**src/lbc_pkg.sv**
```systemverilog
// Constants, types and encodings shared by the local bus control block.
// Assumes one 100 MHz core clock and a synchronous active-high reset.
//
// Functional notes
// [RULE_01] Read strobe low during read cycles
// [RULE_02] Write strobe low during write cycles
// [RULE_03] Cycle ends on ready unless ignored
// [RULE_04] Transceiver enable only during data transfer
// [RULE_05] Direction output follows transfer direction
// [RULE_06] No bus grant while lock asserted
// [RULE_07] Lock pin weak-high input during reset
// [RULE_08] Outside master holds request while using bus
// [RULE_09] Release bus only at unlocked instruction boundary
// [RULE_10] Grant asserted, data and control floated
// [RULE_11] Coprocessor select for every coprocessor access
// [RULE_12] Fault at numerics start raises type 16
// [RULE_13] Coprocessor requests transfer; tie low otherwise
// [RULE_14] Region select active when address in range
// [RULE_15] Upper select covers top 1 KB after reset
// [RULE_16] Lower select inactive until programmed
// [RULE_17] General selects are selects or port bits
// [RULE_18] Three-bit cycle status code, passive all high
// [RULE_19] Address latch strobe pulses in address phase
// [RULE_20] Wait states hold strobe until ready
// [RULE_21] Assert only selects whose range matches
package lbc_pkg;

  // ************************************************************
  // Widths and counts
  // ************************************************************
  localparam int unsigned LBC_ADDR_W = 20;        // Memory address width
  localparam int unsigned LBC_DATA_W = 16;        // Data bus width
  localparam int unsigned LBC_NUM_GEN = 8;        // General region selects
  localparam int unsigned LBC_NUM_REG = 10;       // Upper, lower, then generals
  localparam logic [3:0] LBC_IDX_UPPER = 4'h0;    // Region index of upper select
  localparam logic [3:0] LBC_IDX_LOWER = 4'h1;    // Region index of lower select
  localparam logic [3:0] LBC_IDX_GEN0 = 4'h2;     // Region index of general 0
  localparam logic [7:0] LBC_FAULT_VECTOR = 8'h10; // Interrupt type for faults
  // Data-phase clocks before ready is trusted; covers the ready synchroniser delay
  localparam logic [2:0] LBC_READY_DWELL = 3'h5;

  // ************************************************************
  // Cycle status codes
  // ************************************************************
  typedef enum logic [2:0] {
    LBC_CYC_INTA = 3'b000,   // Interrupt acknowledge
    LBC_CYC_IORD = 3'b001,   // I/O read
    LBC_CYC_IOWR = 3'b010,   // I/O write
    LBC_CYC_HALT = 3'b011,   // Halt, no strobe
    LBC_CYC_FETCH = 3'b100,  // Instruction fetch
    LBC_CYC_MEMRD = 3'b101,  // Memory read
    LBC_CYC_MEMWR = 3'b110,  // Memory write
    LBC_CYC_PASV = 3'b111    // No bus activity
  } lbc_cyc_e;

  // ************************************************************
  // Region configuration and core request carriers
  // ************************************************************
  typedef struct packed {
    logic enable;                  // Range decode active
    logic io_space;                // Match I/O cycles instead of memory
    logic ignore_ready;            // End cycle without waiting for ready
    logic port_bit;                // Pin level when used as port output
    logic [LBC_ADDR_W-1:0] base;   // First address of range
    logic [LBC_ADDR_W-1:0] limit;  // Last address of range
  } lbc_region_s;

  typedef struct packed {
    logic valid;                   // Core wants a bus cycle
    lbc_cyc_e cyc;                 // Cycle type
    logic [LBC_ADDR_W-1:0] addr;   // Cycle address
    logic [LBC_DATA_W-1:0] wdata;  // Write data
    logic copro;                   // Access aimed at the coprocessor
    logic numerics_start;          // First access of a numerics operation
  } lbc_req_s;

  // ************************************************************
  // Reset values of the region table
  // ************************************************************
  localparam lbc_region_s LBC_UPPER_RST = '{enable: 1'b1, io_space: 1'b0,
    ignore_ready: 1'b0, port_bit: 1'b1, base: 20'hFFC00, limit: 20'hFFFFF};
  localparam lbc_region_s LBC_OFF_RST = '{enable: 1'b0, io_space: 1'b0,
    ignore_ready: 1'b0, port_bit: 1'b1, base: 20'h00000, limit: 20'h00000};

endpackage

```
**src/lbc_bus_ctrl.sv**
```systemverilog
// Local bus cycle sequencer, bus hand-over and region selects.
// Assumes the core holds a request until o_core_done and the pins
// outside are resolved by the enables given here.
module lbc_bus_ctrl (
  input wire logic i_core_clk,
  input wire logic i_srst,
  // Core side
  input wire lbc_pkg::lbc_req_s i_req,
  input wire logic i_core_boundary,
  input wire logic i_core_lock,
  input wire logic i_cfg_wr,
  input wire logic [3:0] i_cfg_idx,
  input wire lbc_pkg::lbc_region_s i_cfg,
  output logic o_core_done,
  output logic [lbc_pkg::LBC_DATA_W-1:0] o_core_rdata,
  output logic o_fault_irq,
  output logic [7:0] o_fault_vector,
  output logic o_copro_xfer_pending,
  // Bus pins
  output logic [2:0] o_cycle_status,
  output logic o_ale,
  output logic [lbc_pkg::LBC_ADDR_W-1:0] o_addr,
  output logic [lbc_pkg::LBC_DATA_W-1:0] o_data,
  output logic o_data_oe,
  input wire logic [lbc_pkg::LBC_DATA_W-1:0] i_data,
  output logic o_rd_n,
  output logic o_wr_n,
  output logic o_ctl_oe,
  input wire logic i_ready,
  output logic o_xcvr_output_enable_n,
  output logic o_xcvr_direction,
  input wire logic i_lock_pin,
  output logic o_lock,
  output logic o_lock_oe,
  input wire logic i_bus_request,
  output logic o_bus_grant_out,
  output logic o_copro_select_n,
  input wire logic i_copro_xfer_request,
  input wire logic i_copro_fault_n,
  output logic o_upper_region_select_n,
  output logic o_lower_region_select_n,
  output logic [lbc_pkg::LBC_NUM_GEN-1:0] o_general_region_select_n
);

  // ************************************************************
  // Types, decode functions and state
  // ************************************************************
  typedef enum logic [2:0] {
    ST_IDLE = 3'b000,  // Bus passive, waiting for core or hand-over
    ST_ADDR = 3'b001,  // Address phase, latch strobe high
    ST_DATA = 3'b010,  // Strobe asserted, first data clock
    ST_WAIT = 3'b011,  // Wait for ready
    ST_END = 3'b100,   // Strobes released, result returned
    ST_HELD = 3'b101   // Bus handed to the outside master
  } lbc_state_e;

  // Write cycles drive the data bus outward
  function automatic logic cyc_is_write(input lbc_pkg::lbc_cyc_e c);
    return (c == lbc_pkg::LBC_CYC_IOWR) || (c == lbc_pkg::LBC_CYC_MEMWR);
  endfunction

  // I/O space cycles use the I/O region decode
  function automatic logic cyc_is_io(input lbc_pkg::lbc_cyc_e c);
    return (c == lbc_pkg::LBC_CYC_IORD) || (c == lbc_pkg::LBC_CYC_IOWR);
  endfunction

  // Halt and passive codes carry no strobe and no data
  function automatic logic cyc_moves_data(input lbc_pkg::lbc_cyc_e c);
    return (c != lbc_pkg::LBC_CYC_HALT) && (c != lbc_pkg::LBC_CYC_PASV);
  endfunction

  lbc_state_e state;                          // Sequencer state
  lbc_state_e next_state;                     // Next sequencer state
  lbc_pkg::lbc_req_s cur;                     // Request being run
  lbc_pkg::lbc_region_s region [lbc_pkg::LBC_NUM_REG];  // Region table
  logic [lbc_pkg::LBC_NUM_REG-1:0] hit;       // Range hits for incoming request
  logic ignore_rdy;                           // Current cycle skips ready
  logic ready_s;                              // Synchronised ready
  logic bus_req_s;                            // Synchronised bus request
  logic fault_n_s;                            // Synchronised coprocessor fault
  logic take;                                 // Core request accepted now
  logic hand_over;                            // Bus released now
  logic rdy_ok;                               // Cycle may finish
  logic [2:0] dwell;                          // Data-phase clocks seen, saturating

  // ************************************************************
  // Pin synchronisers
  // ************************************************************
  // Ready is asynchronous to the core clock
  lbc_pin_sync #(.RST_VAL(1'b0)) u_sync_ready (
    .i_core_clk(i_core_clk), .i_srst(i_srst), .i_pin(i_ready), .o_level(ready_s));

  // Outside master request
  lbc_pin_sync #(.RST_VAL(1'b0)) u_sync_hold (
    .i_core_clk(i_core_clk), .i_srst(i_srst), .i_pin(i_bus_request),
    .o_level(bus_req_s));

  // Fault is active low; an absent coprocessor leaves it high
  lbc_pin_sync #(.RST_VAL(1'b1)) u_sync_fault (
    .i_core_clk(i_core_clk), .i_srst(i_srst), .i_pin(i_copro_fault_n),
    .o_level(fault_n_s));

  // Transfer request; absent coprocessor holds it low
  lbc_pin_sync #(.RST_VAL(1'b0)) u_sync_xfer (
    .i_core_clk(i_core_clk), .i_srst(i_srst), .i_pin(i_copro_xfer_request),
    .o_level(o_copro_xfer_pending)); // see RULE_13

  // ************************************************************
  // Region decode
  // ************************************************************
  // One comparator per region, fed by the request about to start
  generate
    for (genvar g = 0; g < lbc_pkg::LBC_NUM_REG; g++) begin : g_match
      lbc_range_match u_match (
        .i_region(region[g]),
        .i_addr(i_req.addr),
        .i_io(cyc_is_io(i_req.cyc)),
        .i_active(cyc_moves_data(i_req.cyc) && !i_req.copro),
        .o_hit(hit[g])
      );
    end
  endgenerate

  // Region table; only the core programming port changes it
  always_ff @(posedge i_core_clk) begin
    if (i_srst) begin
      region[lbc_pkg::LBC_IDX_UPPER] <= lbc_pkg::LBC_UPPER_RST; // see RULE_15
      for (int k = 1; k < lbc_pkg::LBC_NUM_REG; k++) begin
        region[k] <= lbc_pkg::LBC_OFF_RST; // see RULE_16
      end
    end else if (i_cfg_wr && (i_cfg_idx < 4'(lbc_pkg::LBC_NUM_REG))) begin
      region[i_cfg_idx] <= i_cfg;
    end
  end

  // ************************************************************
  // Sequencer
  // ************************************************************
  // Hand-over only at an unlocked boundary with no cycle running
  assign hand_over = (state == ST_IDLE) && bus_req_s && i_core_boundary
    && !i_core_lock && !o_lock; // see RULE_09 see RULE_06
  assign take = (state == ST_IDLE) && i_req.valid && !hand_over;
  assign rdy_ok = (ready_s && (dwell >= lbc_pkg::LBC_READY_DWELL)) || ignore_rdy; // see RULE_03

  // Data-phase dwell; a device still showing ready from the last cycle must not
  // end the next one, so ready counts only once the synchroniser can hold a level
  // driven during this cycle. Costs a few clocks on back-to-back cycles.
  always_ff @(posedge i_core_clk) begin
    if (i_srst) begin
      dwell <= 3'h0;
    end else if ((state == ST_DATA) || (state == ST_WAIT)) begin
      if (dwell != 3'h7) begin
        dwell <= dwell + 3'h1; // see RULE_20
      end
    end else begin
      dwell <= 3'h0;
    end
  end

  // Next state
  always_comb begin
    next_state = state;
    case (state)
      ST_IDLE: begin
        if (hand_over) begin
          next_state = ST_HELD;
        end else if (take) begin
          next_state = ST_ADDR;
        end
      end
      ST_ADDR: next_state = cyc_moves_data(cur.cyc) ? ST_DATA : ST_END;
      ST_DATA: next_state = ST_WAIT;
      ST_WAIT: begin
        // Stay here, strobe held, until ready is seen
        if (rdy_ok) begin
          next_state = ST_END; // see RULE_20
        end
      end
      ST_END: next_state = ST_IDLE;
      ST_HELD: begin
        // The outside master keeps its request up for as long as it owns the bus
        if (!bus_req_s) begin
          next_state = ST_IDLE; // see RULE_08
        end
      end
      default: next_state = ST_IDLE;
    endcase
  end

  // State register
  always_ff @(posedge i_core_clk) begin
    if (i_srst) begin
      state <= ST_IDLE;
    end else begin
      state <= next_state;
    end
  end

  // Capture the request and its ready policy when it is taken
  always_ff @(posedge i_core_clk) begin
    if (i_srst) begin
      cur <= '0;
      ignore_rdy <= 1'b0;
    end else if (take) begin
      cur <= i_req;
      ignore_rdy <= |(hit & {region[9].ignore_ready, region[8].ignore_ready,
        region[7].ignore_ready, region[6].ignore_ready, region[5].ignore_ready,
        region[4].ignore_ready, region[3].ignore_ready, region[2].ignore_ready,
        region[1].ignore_ready, region[0].ignore_ready});
    end
  end

  // ************************************************************
  // Bus pins
  // ************************************************************
  // Status, latch strobe, address and data drive
  always_ff @(posedge i_core_clk) begin
    if (i_srst) begin
      o_cycle_status <= lbc_pkg::LBC_CYC_PASV;
      o_ale <= 1'b0;
      o_addr <= '0;
      o_data <= '0;
      o_data_oe <= 1'b0;
    end else begin
      o_ale <= (next_state == ST_ADDR); // see RULE_19
      // Status is passive outside an active cycle
      o_cycle_status <= ((next_state == ST_ADDR) || (next_state == ST_DATA)
        || (next_state == ST_WAIT)) ? (take ? i_req.cyc : cur.cyc)
        : lbc_pkg::LBC_CYC_PASV; // see RULE_18
      if (take) begin
        o_addr <= i_req.addr;
        o_data <= i_req.wdata;
      end
      // Write data leaves only in the data phase
      o_data_oe <= ((next_state == ST_DATA) || (next_state == ST_WAIT))
        && cyc_is_write(cur.cyc);
    end
  end

  // Read and write strobes, transceiver control
  always_ff @(posedge i_core_clk) begin
    if (i_srst) begin
      o_rd_n <= 1'b1;
      o_wr_n <= 1'b1;
      o_xcvr_output_enable_n <= 1'b1;
      o_xcvr_direction <= 1'b0;
    end else begin
      o_rd_n <= !(((next_state == ST_DATA) || (next_state == ST_WAIT))
        && !cyc_is_write(cur.cyc)); // see RULE_01
      o_wr_n <= !(((next_state == ST_DATA) || (next_state == ST_WAIT))
        && cyc_is_write(cur.cyc)); // see RULE_02
      o_xcvr_output_enable_n <= !((next_state == ST_DATA)
        || (next_state == ST_WAIT)); // see RULE_04
      // Direction is set in the address phase so it is settled before enable
      if (next_state == ST_ADDR) begin
        o_xcvr_direction <= cyc_is_write(i_req.cyc); // see RULE_05
      end
    end
  end

  // Lock pin: input only during reset; released to the outside master on hand-over
  always_ff @(posedge i_core_clk) begin
    if (i_srst) begin
      o_lock <= 1'b0;
      o_lock_oe <= 1'b0; // see RULE_07
      o_ctl_oe <= 1'b0;
      o_bus_grant_out <= 1'b0;
    end else begin
      o_lock <= i_core_lock && (next_state != ST_HELD);
      o_lock_oe <= (next_state != ST_HELD);
      o_ctl_oe <= (next_state != ST_HELD); // see RULE_10
      o_bus_grant_out <= (next_state == ST_HELD); // see RULE_10
    end
  end

  // ************************************************************
  // Selects
  // ************************************************************
  // Range selects follow the range hits and the coprocessor select the request, for the whole cycle; inactive otherwise
  always_ff @(posedge i_core_clk) begin
    if (i_srst) begin
      o_upper_region_select_n <= 1'b1;
      o_lower_region_select_n <= 1'b1;
      o_general_region_select_n <= '1;
      o_copro_select_n <= 1'b1;
    end else begin
      if (take) begin
        o_upper_region_select_n <= !hit[0]; // see RULE_14 see RULE_21
        o_lower_region_select_n <= !hit[1];
        o_copro_select_n <= !i_req.copro; // see RULE_11
      end else if (next_state == ST_IDLE || next_state == ST_HELD) begin
        o_upper_region_select_n <= 1'b1;
        o_lower_region_select_n <= 1'b1;
        o_copro_select_n <= 1'b1;
      end
      for (int k = 0; k < lbc_pkg::LBC_NUM_GEN; k++) begin
        // Disabled general pins are plain port outputs
        if (!region[k+2].enable) begin
          o_general_region_select_n[k] <= region[k+2].port_bit; // see RULE_17
        end else if (take) begin
          o_general_region_select_n[k] <= !hit[k+2]; // see RULE_17
        end else if (next_state == ST_IDLE || next_state == ST_HELD) begin
          o_general_region_select_n[k] <= 1'b1;
        end
      end
    end
  end

  // ************************************************************
  // Core answers
  // ************************************************************
  // Data bus is sampled on the ready edge; its setup is the external device's job
  always_ff @(posedge i_core_clk) begin
    if (i_srst) begin
      o_core_done <= 1'b0;
      o_core_rdata <= '0;
      o_fault_irq <= 1'b0;
      o_fault_vector <= 8'h00;
    end else begin
      o_core_done <= (next_state == ST_END);
      if ((state == ST_WAIT) && rdy_ok) begin
        o_core_rdata <= i_data;
      end
      o_fault_irq <= take && i_req.numerics_start && !fault_n_s; // see RULE_12
      o_fault_vector <= lbc_pkg::LBC_FAULT_VECTOR;
    end
  end
endmodule // lbc_bus_ctrl

```
**src/lbc_pin_sync.sv**
```systemverilog
// Three-stage synchroniser for one asynchronous pin.
// Assumes the pin may change at any time relative to i_core_clk.
module lbc_pin_sync #(
  parameter logic RST_VAL = 1'b0  // Level shown during reset
) (
  input wire logic i_core_clk,
  input wire logic i_srst,
  input wire logic i_pin,
  output logic o_level
);

  // ************************************************************
  // Stages
  // ************************************************************
  logic stage1;  // Read only by stage2
  logic stage2;  // Second stage
  logic stage3;  // Third stage

  // Shift chain; the output moves only when stages two and three agree
  always_ff @(posedge i_core_clk) begin
    if (i_srst) begin
      stage1 <= RST_VAL;
      stage2 <= RST_VAL;
      stage3 <= RST_VAL;
      o_level <= RST_VAL;
    end else begin
      stage1 <= i_pin;
      stage2 <= stage1;
      stage3 <= stage2;
      if (stage2 == stage3) begin
        o_level <= stage3;
      end
    end
  end

endmodule // lbc_pin_sync

```
**src/lbc_range_match.sv**
```systemverilog
// Combinational range compare for one region select.
// Assumes the region table is stable while a cycle is being decoded.
module lbc_range_match (
  input wire lbc_pkg::lbc_region_s i_region,
  input wire logic [lbc_pkg::LBC_ADDR_W-1:0] i_addr,
  input wire logic i_io,
  input wire logic i_active,
  output logic o_hit
);

  // ************************************************************
  // Match
  // ************************************************************
  // Hit needs an enabled region, a matching space and base <= addr <= limit
  always_comb begin
    o_hit = i_active && i_region.enable && (i_region.io_space == i_io)
      && (i_addr >= i_region.base) && (i_addr <= i_region.limit); // see RULE_14
  end

endmodule // lbc_range_match

```
**config.mk**
```make
export PLATFORM = sky130hd
export DESIGN_NAME = lbc_bus_ctrl
export DESIGN_NICKNAME = d
export VERILOG_FILES = /design/src/lbc_pkg.sv /design/src/lbc_bus_ctrl.sv /design/src/lbc_pin_sync.sv /design/src/lbc_range_match.sv
export SDC_FILE = /design/constraint.sdc
export NUM_CORES = 1
export LEC_CHECK = 0
export ABC_AREA = 0
export BUFFER_PORTS_ARGS = -buffer_cell sky130_fd_sc_hd__buf_2
export CAP_MARGIN = 10
export CORE_MARGIN = 5
export CORE_UTILIZATION = 26
export CTS_BUF_LIST = sky130_fd_sc_hd__clkbuf_8
export DETAILED_ROUTE_END_ITERATION = 16
export PLACE_DENSITY = 0.39
export SKIP_CTS_REPAIR_TIMING = 1
export SYNTH_ARGS = -nofsm -noshare
export SYNTH_HDL_FRONTEND = slang
export SYNTH_SLANG_ARGS = --single-unit
export TNS_END_PERCENT = 10
```
**constraint.sdc**
```tcl
create_clock -name i_core_clk -period 6.35 [get_ports i_core_clk]
set_clock_uncertainty 0.05 [all_clocks]
set_input_delay 1.27 -clock i_core_clk [delete_from_list [all_inputs] [get_ports i_core_clk]]
set_output_delay 1.27 -clock i_core_clk [all_outputs]
set_load 0.02 [all_outputs]
```
==> out/results.txt, run 1 <==
VDD IR-drop max: 128 uV
drt initial violations: 1203
final core utilization: 30.5%
fraction of layout cells with a size suffix above 1: 12.6%
Final Hold Vio Count: 0
largest family of logic cells by synthesized area: adder cells
Synth top cells by count: inv_1, edfxtp_1, nor2_1, ha_1, nand2_1
Max clock buf depth: 3
total power draw: 8.41 mW
async set-reset flop share out of synthesis: 0%
PwrDens: 249 nW/um2
Pleak: 15.0 nW
Die H: 344 um
min Tclk post-route: 4.12 ns
leading area contributor after synthesis: edfxtp_1
CP startpoint kind: input pin
Initial Util: 26.2%
Vias: 20.7k
Hold Crit Depth: 1
clock latency reported for the late side of the worst-skew pair: 0.71 ns
top cell type's share of synthesized area: 45.3%
Core ar.: 111000 um2
Port Buffers: 194
number of global-route vias before repair: 20.2k
Post-Synth XOR/XNOR Area: 0.362%
Final GP Congestion: 0.751
YS warnings: 0
Die W: 344 um
Final setup violation count: 0
vias per inst: 4.45
synth top area cells: edfxtp_1, ha_1, dfxtp_1, inv_1, nor2_1
Clock Sinks: 542
adder-cell share of the synthesized area: 17.4%
total of max-cap violations: 0
Mapped Area: 29000 um2
post-DP HPWL: 63600 um
number of remaining DRC errors: 0
initial antenna violation count: 5
largest net degree at the start of global routing: 59
Fmax: 0.243 GHz
Routed Antenna Nets: 0
r2r startpoint: region[6][25]$_SDFFCE_PN0P_
FF-to-FF path depth: 11
FF+latch count, synth: 542
Post-Syn Instances: 2809
Final period util: 64.9%
Simple-Gate Fraction of Synth Area: 14.0%
I/O pin count: 203
Clock Tree Root: clkbuf_8
post-synthesis mux area share: 0.724%
total CTS buffers: 99
EDFF count, synth: 438
WP data arrival: 4.66 ns
crit path from: i_req[18]
Rel. slew slack: 29.6%
Worst-path clk slew: 0.06 ns
DRT Wirelength: 94800 um
max-slew violations: 0
most frequent cell after synthesis: inv_1
unrepaired setup endpoints after global routing: false
worst-path maximum fanout: 12
WL/cell: 20.4 um
Synth Area in Compound Gates: 8.21%
synth-to-layout area growth: 16.5%
post-synthesis cell type count: 77
syn avg cell area: 10.3 um2
CTS H-tree lvls: 3
Setup TNS: 0 ns
first-pass GRT wire length: 136000 um
TritonCTS clock tree: done
GRT Total Usage: 15.8%
worst min path class: reg -> reg
CP Class: in -> reg
register area share after synthesis: 52.4%
dominant synthesized flop cell: edfxtp_1
Req. time, crit path: 6.89 ns
Setup crit end kind: flip-flop
# rows: 122
hold_sp: u_sync_fault.stage1$_SDFF_PP1_
Layout Nets: 3599
run status: finished clean
TritonRoute pass-1 iters: 5
Slew @ Worst Pin: 1.06 ns
die area: 119000 um2
Remaining Overflow, GRT: 0
-- kinds of logic after synthesis --
kind of cell	Yosys count
simple gates	929
other cells	1
xor+xnor	12
flops	542
buf+inv	518
fa+ha+maj	403
mux	21
compound gates	383
-- layout by cell type (no fill, tap or decap), drive strengths merged, types with 9 or more instances in the layout --
master / count
mux2i: 21
buf: 240
edfxtp: 438
a211oi: 26
clkinv: 15
a221oi: 11
nand4: 59
nor3: 19
nor2b: 30
dfxtp: 104
inv: 501
clkbuf: 108
nand3: 53
and4: 15
a21oi: 176
o21ai: 67
nand2: 261
a21o: 31
ha: 403
nor2: 435
and2: 11
xnor2: 9
nand2b: 12
o211ai: 10
-- layer usage --
metal	track usage [%]	share of wire [%]	routed length (um)	vias to the layer above
met5	0	0.030	28	-
met4	3.84	2.2	2090	4
met3	2.85	4.8	4590	124
met2	25.6	45	42700	416
met1	21.9	48	45400	9922
li1	-	-	-	10200
-- metrics by stage --
stage | setup WS, ns | cell area, um2 | std cells | hold WS [ns]
finish | 2.23 | 33800 | 4651 | 0.364
detailed placement | 1.42 | 32000 | 4467 | 0.349
global placement | 1.35 | 32000 | 4467 | 0.345
floorplan | 2.31 | 29100 | 2815 | 0.339
CTS | 2.22 | 33800 | 4650 | 0.365
global route | 2.00 | 33800 | 4651 | 0.397
-- report_power, final --
part	switching (mW)	internal [mW]	total (mW)
clock network	1.57	1.60	3.17
registers	0.0593	4.03	4.09
logic	0.765	0.382	1.15
total	2.39	6.02	8.41
-- registers in the layout, indices dropped and copies added (netlist names), 3 cells and up --
signal,count
o_cycle_status,3
o_addr,20
dwell,3
o_general_region_select_n,8
o_core_rdata,16
o_data,16
region,438
state,3
cur,3
-- path summary, 6_finish.rpt --
check | end | slack [ns]
setup / recovery | ignore_rdy$_SDFFE_PP0P_ | 2.23
hold / removal | u_sync_fault.stage2$_SDFF_PP1_ | 0.36
setup reg to reg | ignore_rdy$_SDFFE_PP0P_ | 3.28
hold reg to reg | u_sync_fault.stage2$_SDFF_PP1_ | 0.36
-- critical path, cell delays in order --
cell,delay [ns]
buf_2,0.11
inv_1,0.64
ha_1,0.36
nand2b_1,0.13
a2111oi_0,0.40
nor3_1,0.12
o311ai_1,0.48
a31oi_1,0.38
a41oi_1,0.32
nand4_1,0.16
nor4_2,0.20
nor3_2,0.07
-- final cells by class --
cell class | count | area, um2
clock buffer | 108 | 1490
timing repair buffer | 240 | 1320
clock inverter | 75 | 352
antenna | 1 | 2.50
tap | 1488 | 1860
inverter | 442 | 1660
fill | 11600 | 77000
sequential | 542 | 15200
multi-input combinational | 1755 | 11900
(Power assumes the default switching activity.)
==> run 2, diff against run 1 <==
Settings changed: ABC_AREA 0 to 1, PLACE_DENSITY 0.39 to 0.4.
Clock period 6.35 ns to 3.6 ns, I/O delays scaled along.
==> out/results.txt, run 2 <==
Remaining Overflow, GRT: 0
synth-to-layout area growth: 19.1%
crit-path max cell delay: 0.32 ns
Clock Tree Root: clkbuf_8
Fmax: 0.397 GHz
Post-Syn Instances: 3390
# rows: 125
post-synthesis cell type count: 38
Net Sw Frac: 29.1%
total power draw: 15.5 mW
worst min path class: in -> reg
top cell type's share of synthesized area: 43.5%
Fillers: 12.2k
crit-path cells: inv_1 -> ha_1 -> nand2_1 -> nor2_1 -> nand4_1 -> nor2_1 -> nand2_1 -> nand3_1 -> nand2_1 -> nand4_1 -> nand2_1 -> nor2_1 -> nand3_1 -> nand2_1 -> inv_1
VDD IR-drop max: 247 uV
DRT Wirelength: 93000 um
Clock Power Share: 38.3%
CP startpoint kind: flip-flop
Core ar.: 116000 um2
WL/cell: 17.4 um
Largest Register: region
Final setup violation count: 0
FF+latch count, synth: 542
Mapped Area: 30200 um2
TritonCTS clock tree: done
Die H: 351 um
CP dominant cell by count: nand2_1
post-DP HPWL: 65600 um
Synth top cells by count: nand2_1, inv_1, nor2_1, edfxtp_1, ha_1
Initial Util: 26.1%
WP data arrival: 3.10 ns
PwrDens: 430 nW/um2
unrepaired setup endpoints after global routing: false
total of max-cap violations: 0
Setup TNS: 0 ns
first-pass GRT wire length: 138000 um
dominant synthesized flop cell: edfxtp_1
CP Class: reg -> reg
number of global-route vias before repair: 22.2k
YS warnings: 0
biggest regs: region (438), o_addr (20)
largest net degree at the start of global routing: 55
slowest cell on the critical path: edfxtp_1
top cell family by delay on the critical path: simple AND/OR/NAND/NOR gates
die area: 123000 um2
total CTS buffers: 104
I/O pin count: 203
Max clock buf depth: 3
Slew @ Worst Pin: 0.729 ns
Final period util: 70.0%
Final Hold Vio Count: 0
register area share after synthesis: 50.4%
CTS H-tree lvls: 3
most frequent cell after synthesis: nand2_1
drt initial violations: 1091
GRT Total Usage: 15.1%
Final GP Congestion: 0.772
max-slew violations: 0
Vias: 22.8k
Req. time, crit path: 4.18 ns
Setup crit end kind: flip-flop
Comb power frac: 14.8%
Routed Antenna Nets: 0
Flop pwr share: 47.0%
Rel. slew slack: 51.1%
CP Buf/Inv Count: 2
Die W: 351 um
EDFF count, synth: 438
TritonRoute pass-1 iters: 5
syn avg cell area: 8.92 um2
Pleak: 16.9 nW
number of remaining DRC errors: 0
run status: finished clean
synth top area cells: edfxtp_1, ha_1, nand2_1, inv_1, nor2_1
Layout Nets: 4255
clock latency reported for the late side of the worst-skew pair: 0.74 ns
vias per inst: 4.26
Setup WS post-layout: 1.08 ns
Internal: 11.0 mW
commonest cells after routing, fill and taps aside: nand2_1, inv_1, nor2_1
async set-reset flop share out of synthesis: 0%
Clock Sinks: 542
max reg flops: 438
fraction of layout cells with a size suffix above 1: 12.5%
leading area contributor after synthesis: edfxtp_1
min Tclk post-route: 2.52 ns
Worst-path clk slew: 0.06 ns
Net Switching: 4.50 mW
final core utilization: 31.1%
initial antenna violation count: 7
Port Buffers: 194
commonest non-fill, non-tap cell in the layout: nand2_1
dpl ws: 0.313 ns
worst-path maximum fanout: 3
-- run 2: routing by layer --
metal  part of all wire (%)  global-route usage (%)  vias to the layer above
li1                       -                       -                    11600
met5                      0                       0                        -
met1                     46                    19.8                    10700
met3                    4.5                    2.23                      124
met2                     48                    25.9                      377
met4                    2.3                    3.89                        0
-- run 2: cells by family (layout without fill, tap and decap cells) --
logic type	Yosys count	count (layout)	synth area share [%]
AO/OA/AOI/OAI	299	299	5.30
XOR/XNOR	1	1	0.0290
adder cells (fa/ha/maj)	404	404	16.7
buffers and inverters	703	1130	8.91
flip-flops	542	542	50.4
multiplexers	1	1	0.0331
other	1	10	0.0124
AND/OR/NAND/NOR	1439	1439	18.6
-- run 2: final cells by class --
class / instances / area [um2] / area share (%)
Sequential cell: 542 / 15200 / 42.3
Multi-Input combinational cell: 2151 / 12400 / 34.4
Inverter: 629 / 2360 / 6.56
Timing Repair Buffer: 308 / 2140 / 5.94
Tap cell: 1524 / 1910 / 5.30
Clock buffer: 116 / 1600 / 4.43
Clock inverter: 77 / 380 / 1.06
Antenna cell: 3 / 7.51 / 0.0209
-- run 2: final timing paths --
check / from / end / slack [ns] / cells past startpoint
max: region[9][11]$_DFFE_PP_ / ignore_rdy$_SDFFE_PP0P_ / 1.08 / 15
min: i_copro_fault_n / u_sync_fault.stage1$_SDFF_PP1_ / 0.13 / 2
max reg2reg: region[9][11]$_DFFE_PP_ / ignore_rdy$_SDFFE_PP0P_ / 1.08 / 15
min reg2reg: u_sync_hold.stage1$_SDFF_PP0_ / u_sync_hold.stage2$_SDFF_PP0_ / 0.35 / 2
-- run 2: power groups by stage --
stage | registers (mW) | logic, mW | clock network (mW)
floorplan | 7.46 | 1.30 | 0
global placement | 7.39 | 2.32 | 0
detailed placement | 7.40 | 2.34 | 0
CTS | 7.27 | 2.35 | 6.17
global route | 7.31 | 2.65 | 6.43
finish | 7.26 | 2.28 | 5.92
-- run 2: per-stage QoR --
step                      instance area, um2  cells  hold WS [ns]
after global placement                 34000   5154         0.341
after global routing                   36000   5348        0.0569
final                                  36000   5350         0.128
after detailed placement               34000   5154         0.346
after floorplan                        30300   3396         0.338
after CTS                              36000   5347        0.0406
